--- src/include/sber_pkg.sv ---
// Purpose: Shared constants and carriers for the status byte and standard event register set.
// Assumes: Commands arrive already parsed, one per cycle, from the command interpreter.
// Notes: All masks and bit positions used by more than one file live here.
package sber_pkg;
  localparam int unsigned SBER_W        = 8;
  localparam int unsigned SB_ERRQ_BIT   = 2;
  localparam int unsigned SB_QUES_BIT   = 3;
  localparam int unsigned SB_MAV_BIT    = 4;
  localparam int unsigned SB_ESB_BIT    = 5;
  localparam int unsigned SB_MSS_BIT    = 6;
  localparam int unsigned SE_OPC_BIT    = 0;
  localparam logic [7:0]  SE_USED_MASK  = 8'hBD;
  localparam logic [7:0]  MASK_RESET    = 8'h00;
  localparam logic [7:0]  EVENT_RESET   = 8'h00;
  localparam logic [7:0]  OPC_RESPONSE  = 8'h01;
  localparam int unsigned OPER_EV_W     = 16;

  typedef enum logic [3:0] {
    SBER_CMD_NONE,
    SBER_CMD_SRE_WR,
    SBER_CMD_SRE_RD,
    SBER_CMD_STB_RD,
    SBER_CMD_ESE_WR,
    SBER_CMD_ESE_RD,
    SBER_CMD_ESR_RD,
    SBER_CMD_CLS,
    SBER_CMD_OPC,
    SBER_CMD_OPC_RD
  } sber_cmd_t;

  typedef struct packed {
    sber_cmd_t  cmd;
    logic [7:0] value;
  } sber_req_t;

  typedef struct packed {
    logic       valid;
    logic [7:0] value;
  } sber_resp_t;
endpackage : sber_pkg

--- src/rtl/sber_evt_latch.sv ---
// Purpose: One latched event register with enable mask and summary output.
// Assumes: Set and clear are single-cycle pulses in the clock domain.
// Notes: A set arriving with a clear survives so no event is lost.
`timescale 1ns/10ps
`default_nettype none
module sber_evt_latch #(
  parameter int unsigned W = 8
) (
  input  wire logic         clock_i,
  input  wire logic         rst_i,
  input  wire logic [W-1:0] set_i,
  input  wire logic         clr_i,
  input  wire logic [W-1:0] enable_i,
  output logic      [W-1:0] event_o,
  output logic              summary_o
);
  logic [W-1:0] event_reg;

  always_ff @(posedge clock_i) begin
    if (rst_i) begin
      event_reg <= '0;
    end else if (clr_i) begin
      event_reg <= set_i;
    end else begin
      event_reg <= event_reg | set_i;
    end
  end

  assign event_o   = event_reg;
  assign summary_o = |(event_reg & enable_i);
endmodule : sber_evt_latch
`default_nettype wire

--- src/rtl/sber_status_regs.sv ---
// Purpose: Status byte, service request enable, standard event and its enable mask.
// Assumes: The parser delivers one decoded common command per valid cycle with its value.
// Notes: Register reads answer one cycle after the command as a registered value with a valid pulse; SBER_CMD_OPC_RD answers later on opc_resp_o.
`timescale 1ns/10ps
`default_nettype none
module sber_status_regs
  import sber_pkg::*;
#(
  parameter int unsigned OEV_W = OPER_EV_W
) (
  input  wire logic             clock_i,
  input  wire logic             rst_i,
  input  wire logic             req_valid_i,
  input  wire sber_req_t        req_i,
  input  wire logic             ops_pending_i,
  input  wire logic [7:0]       std_event_set_i,
  input  wire logic             error_queue_nonempty_i,
  input  wire logic             message_available_i,
  input  wire logic [OEV_W-1:0] oper_event_set_i,
  input  wire logic [OEV_W-1:0] meas_event_set_i,
  input  wire logic [OEV_W-1:0] ques_event_set_i,
  input  wire logic [OEV_W-1:0] ques_enable_i,
  output sber_resp_t            resp_o,
  output logic                  opc_resp_valid_o,
  output logic [7:0]            opc_resp_o,
  output logic [7:0]            status_byte_o,
  output logic                  service_request_o,
  output logic [OEV_W-1:0]      oper_event_o,
  output logic [OEV_W-1:0]      meas_event_o,
  output logic [OEV_W-1:0]      ques_event_o
);
  typedef enum logic [1:0] {
    SBER_OPC_IDLE,
    SBER_OPC_WAIT_FLAG,
    SBER_OPC_WAIT_QUERY
  } sber_opc_state_t;

  logic [7:0]      service_request_enable_mask_reg;
  logic [7:0]      std_event_enable_mask_reg;
  logic [7:0]      std_event_latch;
  logic            std_summary;
  logic            ques_summary;
  logic [7:0]      std_set;
  logic            opc_fire;
  logic            cls_hit;
  logic            esr_hit;
  logic [7:0]      status_low;
  logic            master_summary_flag;
  sber_opc_state_t opc_state_reg;
  sber_opc_state_t opc_state_next;
  sber_resp_t      resp_reg;
  logic            opc_resp_valid_reg;

  assign cls_hit = req_valid_i && (req_i.cmd == SBER_CMD_CLS);
  assign esr_hit = req_valid_i && (req_i.cmd == SBER_CMD_ESR_RD);

  // Masks are untouched by clear-status; only reset and their own write commands change them.
  always_ff @(posedge clock_i) begin
    if (rst_i) begin
      service_request_enable_mask_reg <= MASK_RESET;
    end else if (req_valid_i && req_i.cmd == SBER_CMD_SRE_WR) begin
      service_request_enable_mask_reg <= req_i.value;
    end
  end

  always_ff @(posedge clock_i) begin
    if (rst_i) begin
      std_event_enable_mask_reg <= MASK_RESET;
    end else if (req_valid_i && req_i.cmd == SBER_CMD_ESE_WR) begin
      std_event_enable_mask_reg <= req_i.value;
    end
  end

  always_comb begin
    opc_state_next = opc_state_reg;
    opc_fire       = 1'b0;
    unique case (opc_state_reg)
      SBER_OPC_IDLE: begin
        if (req_valid_i && req_i.cmd == SBER_CMD_OPC) begin
          opc_state_next = SBER_OPC_WAIT_FLAG;
        end else if (req_valid_i && req_i.cmd == SBER_CMD_OPC_RD) begin
          opc_state_next = SBER_OPC_WAIT_QUERY;
        end
      end
      SBER_OPC_WAIT_FLAG: begin
        if (!ops_pending_i) begin
          opc_fire       = 1'b1;
          opc_state_next = SBER_OPC_IDLE;
        end
      end
      SBER_OPC_WAIT_QUERY: begin
        if (!ops_pending_i) begin
          opc_state_next = SBER_OPC_IDLE;
        end
      end
    endcase
  end

  always_ff @(posedge clock_i) begin
    if (rst_i) begin
      opc_state_reg <= SBER_OPC_IDLE;
    end else begin
      opc_state_reg <= opc_state_next;
    end
  end

  always_ff @(posedge clock_i) begin
    if (rst_i) begin
      opc_resp_valid_reg <= 1'b0;
    end else begin
      opc_resp_valid_reg <= (opc_state_reg == SBER_OPC_WAIT_QUERY) && !ops_pending_i;
    end
  end

  assign opc_resp_valid_o = opc_resp_valid_reg;
  assign opc_resp_o       = opc_resp_valid_reg ? OPC_RESPONSE : 8'h00;

  // Unused event positions are forced low so they always read as zero.
  always_comb begin
    std_set             = std_event_set_i & SE_USED_MASK;
    std_set[SE_OPC_BIT] = std_event_set_i[SE_OPC_BIT] | opc_fire;
  end

  sber_evt_latch #(
    .W (8)
  ) u_std_event (
    .clock_i   (clock_i),
    .rst_i     (rst_i),
    .set_i     (std_set),
    .clr_i     (cls_hit | esr_hit),
    .enable_i  (std_event_enable_mask_reg),
    .event_o   (std_event_latch),
    .summary_o (std_summary)
  );

  sber_evt_latch #(
    .W (OEV_W)
  ) u_oper_event (
    .clock_i   (clock_i),
    .rst_i     (rst_i),
    .set_i     (oper_event_set_i),
    .clr_i     (cls_hit),
    .enable_i  ({OEV_W{1'b0}}),
    .event_o   (oper_event_o),
    .summary_o ()
  );

  sber_evt_latch #(
    .W (OEV_W)
  ) u_meas_event (
    .clock_i   (clock_i),
    .rst_i     (rst_i),
    .set_i     (meas_event_set_i),
    .clr_i     (cls_hit),
    .enable_i  ({OEV_W{1'b0}}),
    .event_o   (meas_event_o),
    .summary_o ()
  );

  sber_evt_latch #(
    .W (OEV_W)
  ) u_ques_event (
    .clock_i   (clock_i),
    .rst_i     (rst_i),
    .set_i     (ques_event_set_i),
    .clr_i     (cls_hit),
    .enable_i  (ques_enable_i),
    .event_o   (ques_event_o),
    .summary_o (ques_summary)
  );

  // ESB and QUES summary bits follow the event latches, so clear-status empties them; error-queue and MAV bits follow their inputs.
  always_comb begin
    status_low              = 8'h00;
    status_low[SB_ERRQ_BIT] = error_queue_nonempty_i;
    status_low[SB_QUES_BIT] = ques_summary;
    status_low[SB_MAV_BIT]  = message_available_i;
    status_low[SB_ESB_BIT]  = std_summary;
  end

  assign master_summary_flag = |(status_low & service_request_enable_mask_reg);

  always_comb begin
    status_byte_o             = status_low;
    status_byte_o[SB_MSS_BIT] = master_summary_flag;
  end

  assign service_request_o = master_summary_flag;

  always_ff @(posedge clock_i) begin
    if (rst_i) begin
      resp_reg <= '0;
    end else begin
      resp_reg.valid <= 1'b0;
      if (req_valid_i) begin
        unique case (req_i.cmd)
          SBER_CMD_SRE_RD: begin
            resp_reg.valid <= 1'b1;
            resp_reg.value <= service_request_enable_mask_reg;
          end
          SBER_CMD_STB_RD: begin
            resp_reg.valid <= 1'b1;
            resp_reg.value <= status_byte_o;
          end
          SBER_CMD_ESE_RD: begin
            resp_reg.valid <= 1'b1;
            resp_reg.value <= std_event_enable_mask_reg;
          end
          SBER_CMD_ESR_RD: begin
            resp_reg.valid <= 1'b1;
            resp_reg.value <= std_event_latch;
          end
          default: begin
            resp_reg.valid <= 1'b0;
          end
        endcase
      end
    end
  end

  assign resp_o = resp_reg;
endmodule : sber_status_regs
`default_nettype wire

--- config.mk ---
export PLATFORM = sky130hd
export DESIGN_NAME = sber_status_regs
export DESIGN_NICKNAME = d
export VERILOG_FILES = /design/src/include/sber_pkg.sv /design/src/rtl/sber_evt_latch.sv /design/src/rtl/sber_status_regs.sv
export SDC_FILE = /design/constraint.sdc
export NUM_CORES = 1
export LEC_CHECK = 0
export BUFFER_PORTS_ARGS = -buffer_cell sky130_fd_sc_hd__buf_2
export CAP_MARGIN = 20
export CORE_MARGIN = 2
export CORE_UTILIZATION = 40
export CTS_BUF_LIST = sky130_fd_sc_hd__clkbuf_2
export DETAILED_ROUTE_END_ITERATION = 6
export PLACE_DENSITY = 0.69
export SLEW_MARGIN = 40
export SYNTH_ARGS = -nofsm -noshare
export SYNTH_HDL_FRONTEND = slang
export SYNTH_SLANG_ARGS = --single-unit
--- constraint.sdc ---
create_clock -name clock_i -period 2.4 [get_ports clock_i]
set_clock_uncertainty 0.1 [all_clocks]
set_input_delay 0.36 -clock clock_i [delete_from_list [all_inputs] [get_ports clock_i]]
set_output_delay 0.36 -clock clock_i [all_outputs]
set_load 0.1 [all_outputs]
* Yosys cells after proc, flatten, opt, wreduce, memory -nomap -nowiden *
Cells that the tools add are included.

operators by class
  equality and inequality tests = 13
  mux-type cells = 13
  reductions and logical operators = 19
  bitwise gates (word level) = 10

operators with widths
  kind                count
  $mux 16             3
  $or 16x16->16       3
  $pmux 8 s4          1
  $and 16x16->16      1
  $eq 4x3->1 const B  4
  $reduce_or 16->1    1
  $reduce_or 8->1     2
  $and 6x8->8         1
  $and 8x8->8         1
  $eq 4x2->1 const B  2
  $eq 4x4->1 const B  2
  $mux 8              1
  $or 8x8->8          1
  $logic_and 1x1->1   7
  $mux 2              3
  $reduce_or 2->1     3
  $eq 4x1->1 const B  1
  $mux 1              4
  $pmux 2 s2          1
  $reduce_and 2->1    2
  $reduce_bool 4->1   1
  $reduce_or 4->1     1
  $ne 3x3->1 const B  1
  $eq 2x1->1 const B  1
  6 further kinds     7

word-level totals
  output and inout bits = 75
  register bits after elaboration = 84
  logic and storage cells = 66

* Depth between registers and ports, before layout *
Gate-level depths: netlist (run 1).

  depth after elaboration = 5
  depth in mapped cells = 7

* Modules after synthesis *
From an unflattened synthesis (run 1), not the netlist that was laid out.

unflattened totals
  cells, all modules = 395
  area, all modules = 3595.9 um^2

modules (own cells, without submodules)
  module                             area an instance (um^2)  instances  cells an instance  seq. area each (um^2)
  sber_evt_latch (u_meas_event ...)  583.1                    3          61                 320.3
  sber_status_regs                   1506.4                   1          174                560.5
  sber_evt_latch (u_std_event)       340.3                    1          38                 160.2

* Least setup slack after synthesis (run 1) *
No wires, ideal clock.

  path type = reg2out
  start = register u_ques_event.event_reg[5], in the netlist u_ques_event.event_o[5]
  end = output port status_byte_o[6]
  path slack = -1.607 ns
  arrival time = 3.547 ns
  buffers on the path = 1
  cell stages (with the launch flop) = 6
  cells stage by stage = dfxtp_1 -> a22o_1 -> a221oi_1 -> and4_1 -> o211ai_1 -> buf_4

between the ends
  longest elaborated chain between the ends = 4

ends and longest elaborated chain
  what                    RTL line                 text
  from (decl)             sber_evt_latch.sv:17     logic [W-1:0] event_reg;
  from (signal assigned)  sber_evt_latch.sv:23     event_reg <= set_i;
  from (signal assigned)  sber_evt_latch.sv:25     event_reg <= event_reg | set_i;
  $and 16x16->16          sber_evt_latch.sv:30     assign summary_o = |(event_reg & enable_i);
  $reduce_or 16->1        sber_evt_latch.sv:30
  $and 6x8->8             sber_status_regs.sv:181  assign master_summary_flag = |(status_low & service_request_enable_mask_reg);
  $reduce_or 8->1         sber_status_regs.sv:181
  to (decl)               sber_status_regs.sv:26   output logic [7:0] status_byte_o,

Every way passes these cells.

* Final worst setup path (run 1) *
  start = register u_ques_event.event_reg[2], in the netlist u_ques_event.event_o[2]
  end = output port status_byte_o[6]

The elaborated chain is that of the path after synthesis.

==> results of run 1 <==
path summary, 6_finish.rpt:
path | from | to | slack [ns]
worst min register to register | service_request_enable_mask_reg[2] | resp_o[2] | 0.40
worst min-delay path | req_i[8] | opc_state_reg[0] | 0.21
worst max register to register | u_ques_event.event_o[2] | resp_o[3] | 0.77
worst max-delay path | u_ques_event.event_o[2] | status_byte_o[6] | -0.05
placed cells by master, fill, tap and decap left out, types with 3 or more instances in the layout:
master         instances
a211oi_1               3
a21oi_1               55
a221oi_2               4
a222oi_1               5
a22o_1                 4
a22oi_1                7
a311oi_1               3
buf_2                149
buf_4                  7
clkbuf_2              11
conb_1                10
dfxtp_1               66
dfxtp_4               15
dlygate4sd3_1         63
ha_1                   3
inv_1                  7
mux2i_1               16
nand2_1                9
nand3_1                4
nor2_1                80
nor2b_1                3
metal layers:
metal  vias to the layer above  track usage  routed length, µm
li1                       1591            -                  -
met1                      1490       0.2437               3756
met2                       131       0.3804               4785
met3                        22      0.04996                576
met4                         0      0.09559                218
met5                         -            0                  0
repair_timing:
item                                    CTS  global route
hold endpoints to repair                 71             0
resized for setup                        11             2
setup buffers                             3             0
hold buffers                             63             0
endpoints found under the setup margin    3             3
pin swaps                                 3             1
through the flow:
| step | total power [W] | utilization | setup TNS (ns) | setup slack (ns) |
|---|---|---|---|---|
| global route | 0.003464 | 0.6248 | -0.4721 | -0.2045 |
| CTS | 0.003338 | 0.6239 | -0.1319 | -0.06607 |
| floorplan | 0.002269 | - | -1.648 | -1.078 |
| finish | 0.003322 | 0.6248 | -0.09836 | -0.04926 |
| detailed placement | 0.002437 | 0.5161 | 0 | 0.2319 |
| global placement | 0.002424 | 0.5161 | 0 | 0.2535 |
worst register-to-register path, delay by kind of cell, from the launching register on:
family | cells | cell delay [ns]
AO/OA/AOI/OAI | 4 | 0.75
AND/OR/NAND/NOR | 1 | 0.31
flip-flops | 1 | 0.39
final cells by class:
type	instances	area (µm²)
clock buffer	11	55.05
clock inverter	5	77.57
fill	655	2884
inverter	7	26.28
multi-input combinational	229	1331
sequential	82	1699
tap	102	127.6
timing repair buffer	223	1486
kinds of logic after synthesis:
| logic type | count (synthesis) |
|---|---|
| compound gates | 92 |
| flops | 82 |
| simple gates | 108 |
| fa+ha+maj | 3 |
| buf+inv | 44 |
| mux | 16 |
| other cells | 1 |
report_power, final:
part / total, W / internal (W) / leakage, nW / switching [W]
registers: 0.00149 / 0.00144 / 0.688 / 0.0000534
clock network: 0.000805 / 0.000351 / 0.0801 / 0.000454
logic: 0.00102 / 0.000253 / 1.49 / 0.000769
total: 0.00332 / 0.00204 / 2.26 / 0.00128
==> results.txt, run 1 <==
Pwr Density: 691.6 nW/µm²
final non-filler cell total: 659
Crit-path slowest cell: dfxtp_4
Yosys warning total: 0
CTS Buffer Depth: 2
mapped cell area: 3171 µm²
CP Launch Type: flip-flop
Buf/Inv on CP: 1
die width: 93.03 µm
critical path type: flip-flop to output pin
CTS H-Tree Depth: 3
Vias/cell: 4.907
Hold Slack: 0.2116 ns
Async SR Flop Fraction: 0
critical path's top delay family: compound AO/OA/AOI/OAI gates
outcome: complete, but fails checks
largest net degree at the start of global routing: 49
first-pass GRT wire length: 14560 µm
clock root cell: clkbuf_2
Compound-Gate Fraction of Synth Area: 0.1827
EDFF count, synth: 0
cell area after layout: 4803 µm²
final setup fails: 2
worst vdd ir: 0.0003884 V
Synth Area in XOR/XNOR: 0
Routed Antenna Nets: 0
WHS Path Cells: 4
Simple-Gate Fraction of Synth Area: 0.1543
vias in the first global route: 3166
Achievable Freq: 0.4083 GHz
post-route setup slack: -0.04926 ns
fraction of layout instances using a drive strength above 1: 0.3573
Clock transition at path regs: 0.21 ns
Synth top area share: 0.5178
CORE AREA: 7687 µm²
Final Critical Period: 2.449 ns
Seq/Total Area, Yosys: 0.5178
GP Congestion: 0.8539
DRT iter0 DRCs: 118
antenna violations before repair: 0
critical path, cell by cell: a22o_1 -> a221oi_2 -> and4_4 -> o211ai_1 -> buf_6
synth unique cells: 37
Cell Rows: 32
DP HPWL: 6022 µm
R2R cell count: 5
WL per Instance: 14.17 µm
post-synth top area cell: dfxtp_1
die area: 8655 µm²
Main synth FF type: dfxtp_1
Vias: 3234
gr ovfl total: 0
most common cell in the netlist: dfxtp_1
clk sinks: 82
CTS Buf Count: 9
critical-path maximum fanout: 4
Layout Nets: 645
static leakage: 2.257 nW
failing checks: setup timing
mux contribution to synthesized area: 0.05051
All-Layer GR Usage: 0.2141
drt pass-1 iters: 5
Max Cap Viol: 0
Req. time, crit path: 1.94 ns
Synth Register Bits: 82
num ports: 165
Total Routed Length: 9336 µm
Critical Path Max Stage Delay: 0.39 ns
CP Data Arrival Time: 1.99 ns
Post-Synth Adder-Cell Area: 0.01184
DRC viols: 0
largest family of logic cells by synthesized area: compound AO/OA/AOI/OAI gates
CTS tree: yes
die extent in y: 93.03 µm
Post-Syn Area per Cell: 9.163 µm²
area delta synth->final: 51.50%
Cell Area, Placed: 3968 µm²
stages on the worst setup path: 5
unrepaired setup endpoints after global routing: yes
Hold WC Path Type: primary input to flip-flop
Final Cycle Share: 1.021
clk_lat worst skew: 0.51 ns
# diodes: 0
final hold viol count: 0
Slew @ Worst Pin: 0.6310 ns
I/O Buffers: 152
most frequent cells after synthesis: 82 x dfxtp_1, 80 x nor2_1, 55 x a21oi_1
max-slew violation count: 0
Slew Limit Headroom: 0.5793
Post-Synthesis Cells: 346
Initial Utilization: 0.4124
leading post-synthesis cells by cell area: dfxtp_1 52%, nor2_1 9.5%, a21oi_1 8.7%
CP endpoint kind: output pin
# placed instances: 577
(Power assumes the default switching activity.)
==> run 2, diff against run 1 <==
==> constraint.sdc (replaced) <==
create_clock -name clock_i -period 2.9 [get_ports clock_i]
set_clock_uncertainty 0.1 [all_clocks]
set_input_delay 0.435 -clock clock_i [delete_from_list [all_inputs] [get_ports clock_i]]
set_output_delay 0.435 -clock clock_i [all_outputs]
set_load 0.1 [all_outputs]
==> run 2 against run 1 <==
The run now ends clean. Sequential power down 17%. Sequential share of layout area up 1.7 points. Setup slack better by 0.27 ns. Clock power down 17%. Register-to-register slack better by 0.42 ns. Worst hold slack worse by 0.16 ns. Count of clock-buffer cells in the layout down 1. Final cell count down 2.7%. Routed wire length down 4.5%. Critical path type unchanged. Critical endpoint is now service_request_o.
==> results.txt, run 2 (synthesized netlist as in run 1, its figures left out) <==
die area: 8655 µm²
crit path from: u_ques_event.event_o[5]
die extent in y: 93.03 µm
r2r setup slk: 1.19 ns
Final Critical Period: 2.678 ns
Hold WC Path Type: primary input to flip-flop
CTS Buffer Depth: 2
DP HPWL: 5950 µm
critical-path maximum fanout: 4
largest net degree at the start of global routing: 49
clk_lat worst skew: 0.53 ns
Total Routed Length: 8919 µm
Final Cycle Share: 0.9233
R2R cell count: 5
switching share of power: 0.3865
outcome: completed
Int Pwr: 0.001664 W
Max Cap Viol: 0
CTS H-Tree Depth: 3
Layout Nets: 627
Achievable Freq: 0.3735 GHz
Cell Rows: 32
Slew @ Worst Pin: 0.5944 ns
antenna violations before repair: 0
# placed instances: 576
commonest cells after routing, fill and taps aside: 152 x buf_2, 80 x nor2_1, 66 x dfxtp_1
CTS Buf Count: 9
gr ovfl total: 0
WHS Path Cells: 3
clk sinks: 82
final non-filler cell total: 641
Vias: 3213
Hold Slack: 0.05230 ns
area delta synth->final: 44.48%
die width: 93.03 µm
worst vdd ir: 0.0002992 V
Pwr Density: 592.2 nW/µm²
drt pass-1 iters: 5
Vias/cell: 5.012
first-pass GRT wire length: 14000 µm
CP Data Arrival Time: 2.14 ns
# diodes: 0
Req. time, crit path: 2.37 ns
CTS tree: yes
All-Layer GR Usage: 0.2059
Routed Antenna Nets: 0
num ports: 165
combinational power share: 0.300
unrepaired setup endpoints after global routing: no
static leakage: 2.166 nW
vias in the first global route: 3094
Initial Utilization: 0.4124
FF-to-FF End: resp_o[3]
Net Switching: 0.001049 W
CP Launch Type: flip-flop
Clock Power Share: 0.245
critical path type: flip-flop to output pin
FF-to-FF Start: u_ques_event.event_o[5]
critical path capture point: service_request_o
DRT iter0 DRCs: 109
clock root cell: clkbuf_2
I/O Buffers: 152
max-slew violation count: 0
most common cell after layout, fill and taps aside: buf_2
share of power burned in registers: 0.455
WL per Instance: 13.91 µm
post_cts resized: 0
final setup fails: 0
DRC viols: 0
Clock transition at path regs: 0.19 ns
final hold viol count: 0
CORE AREA: 7687 µm²
Slew Limit Headroom: 0.6038
GP Congestion: 0.9038
fill cell count: 713
fraction of layout instances using a drive strength above 1: 0.3525
CP endpoint kind: output pin
run 2: cell count changes in the layout (fill, tap and decap cells not counted):
cell and change:
a221oi_1 +4, a221oi_2 -4, and4_1 +1, and4_4 -1, buf_2 +3, buf_4 -4, buf_6 -2, buf_8 -1
clkbuf_2 -1, clkinv_2 +2, clkinvlp_4 -1, dlygate4sd3_1 -14
run 2: worst max-delay path, stage by stage, from the launching register on:
cell and delay (ns):
dfxtp_4 0.39, a22o_1 0.23, a221oi_1 0.24, and4_1 0.33, o211ai_1 0.14, buf_2 0.32
run 2: power groups by stage:
stage	Combinational (W)	Sequential [W]	Clock, W
final	0.000813	0.00123	0.000665
after global routing	0.000851	0.00124	0.000730
after CTS	0.000810	0.00123	0.000690
after detailed placement	0.000760	0.00125	0
after global placement	0.000751	0.00125	0
after floorplan	0.000233	0.00165	0
run 2: metal layers:
metal,track usage,part of all wire,vias up
met2,0.3478,0.47,154
li1,-,-,1559
met4,0.1287,0.042,0
met1,0.2372,0.42,1466
met3,0.04351,0.065,34
met5,0,0,-
run 2: final cells by class:
class / count / area, µm² / area share
Sequential cell: 82 / 1699 / 0.3709
Tap cell: 102 / 127.6 / 0.02786
Multi-Input combinational cell: 229 / 1304 / 0.2846
Timing Repair Buffer: 205 / 1294 / 0.2824
Inverter: 7 / 26.28 / 0.005736
Clock buffer: 10 / 50.05 / 0.01093
Clock inverter: 6 / 80.08 / 0.01748
run 2: worst min-delay path by stage:
stage / from / endpoint / slack (ns)
after floorplan: std_event_enable_mask_reg[6] / std_event_enable_mask_reg[6] / 0.36
after global placement: u_oper_event.event_o[13] / u_oper_event.event_o[13] / 0.36
after detailed placement: u_meas_event.event_o[7] / u_meas_event.event_o[7] / 0.37
after CTS: std_event_set_i[4] / u_std_event.event_o[4] / 0.006
after global routing: req_i[6] / service_request_enable_mask_reg[6] / 0.02
final: std_event_set_i[4] / u_std_event.event_o[4] / 0.05
run 2: timing repair:
| action | in CTS | in global routing |
|---|---|---|
| endpoints found under the hold margin | 49 | 0 |
| hold buffers | 49 | 0 |
| buffers inserted | 0 | 0 |
| endpoints found under the setup margin | 0 | 0 |
run 2: through the flow:
step	area, µm²	TNS, ns	setup slack (ns)	power (W)	util
floorplan	3262	-0.7982	-0.6531	0.001878	-
global placement	3960	0	0.6043	0.002005	0.5151
detailed placement	3960	0	0.5851	0.002015	0.5151
CTS	4581	0	0.1789	0.002734	0.5959
global route	4581	0	0.03639	0.002825	0.5959
finish	4581	0	0.2223	0.002713	0.5959
==> run 3, diff against run 2 <==
--- a/config.mk
+++ b/config.mk
@@ -5,13 +5,14 @@
 export SDC_FILE = /design/constraint.sdc
 export NUM_CORES = 1
 export LEC_CHECK = 0
-export BUFFER_PORTS_ARGS = -buffer_cell sky130_fd_sc_hd__buf_2
+export ABC_AREA = 1
 export CAP_MARGIN = 20
 export CORE_MARGIN = 2
 export CORE_UTILIZATION = 40
 export CTS_BUF_LIST = sky130_fd_sc_hd__clkbuf_2
 export DETAILED_ROUTE_END_ITERATION = 6
-export PLACE_DENSITY = 0.69
+export DONT_BUFFER_PORTS = 1
+export PLACE_DENSITY = 0.51
 export SLEW_MARGIN = 40
 export SYNTH_ARGS = -nofsm -noshare
 export SYNTH_HDL_FRONTEND = slang
==> run 3 against run 2 <==
Register-to-register slack improved by 0.07 ns. Area after synthesis grew 5.2%. Highest routed layer unchanged. Sequential share of layout area grew 3.0 points. Sequential power grew 29%. Critical path depth is 2 higher. Design area decreased by 6.5%.
==> results.txt, run 3 <==
Critical Path Max Stage Delay: 0.55 ns
CTS H-Tree Depth: 3
share of power burned in registers: 0.611
Achievable Freq: 0.3864 GHz
num ports: 165
drt pass-1 iters: 6
R2R cell count: 8
Seq/Total Area, Yosys: 0.4923
area of the multi-input gates: 1393 µm²
CTS Buf Count: 9
largest net degree at the start of global routing: 64
Async SR Flop Fraction: 0
Cell Rows: 33
leading post-synthesis cells by cell area: dfxtp_1 49%, nor2_1 9.8%, a21oi_1 8.7%
vias in the first global route: 2798
Max Cap Viol: 0
Final Cycle Share: 0.8925
worst vdd ir: 0.0003087 V
worst slack at placement: 0.8622 ns
Synth top area share: 0.4923
Critical Path Most Common Cell: nand2_1
unrepaired setup endpoints after global routing: no
Synth Register Bits: 82
Total Routed Length: 8442 µm
Initial Utilization: 0.4099
r2r setup slk: 1.26 ns
clock root cell: clkbuf_2
antenna violations before repair: 0
die area: 9082 µm²
area delta synth->final: 28.48%
CP Data Arrival Time: 2.05 ns
CTS Buffer Depth: 2
clk sinks: 82
Hold EP: std_event_enable_mask_reg[4]
post-route setup slack: 0.3117 ns
Slew Limit Headroom: 0.6237
die extent in y: 95.30 µm
fill cell count: 805
switching share of power: 0.4054
CTS tree: yes
Slew @ Worst Pin: 0.5672 ns
FF-to-FF Start: u_ques_event.event_o[6]
Hold Startpoint: req_i[4]
DRC viols: 0
gr ovfl total: 0
Net Switching: 0.001057 W
final hold viol count: 0
Hold Slack: 0.06073 ns
# diodes: 0
most common cell in the netlist: nor2_1
DP HPWL: 5589 µm
static leakage: 1.797 nW
clk_lat worst skew: 0.51 ns
Routed Antenna Nets: 0
DRT iter0 DRCs: 130
outcome: completed
Hold WC Path Type: primary input to flip-flop
commonest cells after routing, fill and taps aside: 87 x nor2_1, 66 x dlygate4sd3_1, 59 x nand2_1
Req. time, crit path: 2.37 ns
I/O Buffers: 0
CORE AREA: 8134 µm²
combinational power share: 0.160
All-Layer GR Usage: 0.1924
Buf/Inv on CP: 1
die width: 95.30 µm
Layout Nets: 590
critical path, cell by cell: nand2_1 -> nand2_1 -> nor2_1 -> nand2_1 -> o21ai_0 -> nand2_2 -> buf_12
Int Pwr: 0.001550 W
Clock transition at path regs: 0.23 ns
critical-path maximum fanout: 3
post-synth top area cell: dfxtp_1
post_cts resized: 0
WHS Path Cells: 2
Yosys warning total: 0
EDFF count, synth: 0
Cell Area, Placed: 3482 µm²
cell area after layout: 4284 µm²
Pwr Density: 608.5 nW/µm²
Vias/cell: 4.801
critical path's top delay family: simple AND/OR/NAND/NOR gates
mapped cell area: 3334 µm²
final core utilization: 0.5267
Post-Syn Area per Cell: 7.773 µm²
Main synth FF type: dfxtp_1
fraction of layout instances using a drive strength above 1: 0.2410
CP Launch Type: flip-flop
FF-to-FF End: resp_o[6]
Fin Setup TNS: 0 ns
Final Critical Period: 2.588 ns
max-slew violation count: 0
final setup fails: 0
most common cell after layout, fill and taps aside: nor2_1
Reg area: 1717 µm²
GP Congestion: 0.7468
Clock Power Share: 0.229
first-pass GRT wire length: 13320 µm
Post-Synthesis Cells: 429
WL per Instance: 13.91 µm
CP endpoint kind: output pin
Vias: 2914
most frequent cells after synthesis: 87 x nor2_1, 82 x dfxtp_1, 61 x nand2_1
critical path type: flip-flop to output pin
crit path from: u_ques_event.event_o[6]
synth unique cells: 27
Crit-path slowest cell: dfxtp_2
[run 3: kinds of logic (layout without fill, tap and decap cells)]
family | Yosys count | in the layout | share of synthesized area
compound gates | 106 | 106 | 0.1842
flops | 82 | 82 | 0.4923
simple gates | 170 | 170 | 0.2094
other cells | 1 | 10 | 0.001125
fa+ha+maj | 3 | 3 | 0.01126
buf+inv | 67 | 131 | 0.1017
[run 3: how the worst max path moves through the flow]
stage | endpoint | cells after the start | slack (ns)
after floorplan | status_byte_o[6] | 7 | 0.25
after global placement | status_byte_o[6] | 7 | 0.88
after detailed placement | status_byte_o[6] | 7 | 0.86
after CTS | status_byte_o[6] | 7 | 0.23
after global routing | status_byte_o[6] | 7 | 0.06
final | status_byte_o[6] | 7 | 0.31
[run 3: routing by layer]
metal  track usage  wire (µm)  up-vias
li1              -          -     1495
met1        0.2301       3705     1298
met2        0.3122       3893      113
met3       0.06957        710        8
met4       0.07971        132        0
met5             0          0        -
[run 3: what timing repair did]
| action | in CTS | in global routing |
|---|---|---|
| buffers inserted | 0 | 0 |
| endpoints found under the hold margin | 77 | 1 |
| setup endpoints to repair | 0 | 0 |
| hold buffers | 66 | 1 |
[run 3: through the flow]
step	std cells	total power (W)
after CTS	606	0.002635
after floorplan	438	0.001914
after detailed placement	524	0.001942
after global routing	607	0.002745
after global placement	524	0.001926
final	607	0.002607
[run 3: area by class of cell]
cell class | count | share of cell area
flip-flops and latches | 82 | 0.4007
multi-input cells | 289 | 0.3251
repair buffers | 80 | 0.1863
inverters | 35 | 0.03067
well taps | 105 | 0.03067
clock inverters | 7 | 0.01606
clock buffers | 9 | 0.01051
[run 3: power groups by stage]
| stage | combinational (W) | sequential, W | clock, W |
|---|---|---|---|
| after floorplan | 0.000256 | 0.00166 | 0 |
| after global placement | 0.000320 | 0.00161 | 0 |
| after detailed placement | 0.000325 | 0.00162 | 0 |
| after CTS | 0.000417 | 0.00159 | 0.000626 |
| after global routing | 0.000458 | 0.00160 | 0.000684 |
| final | 0.000417 | 0.00159 | 0.000597 |
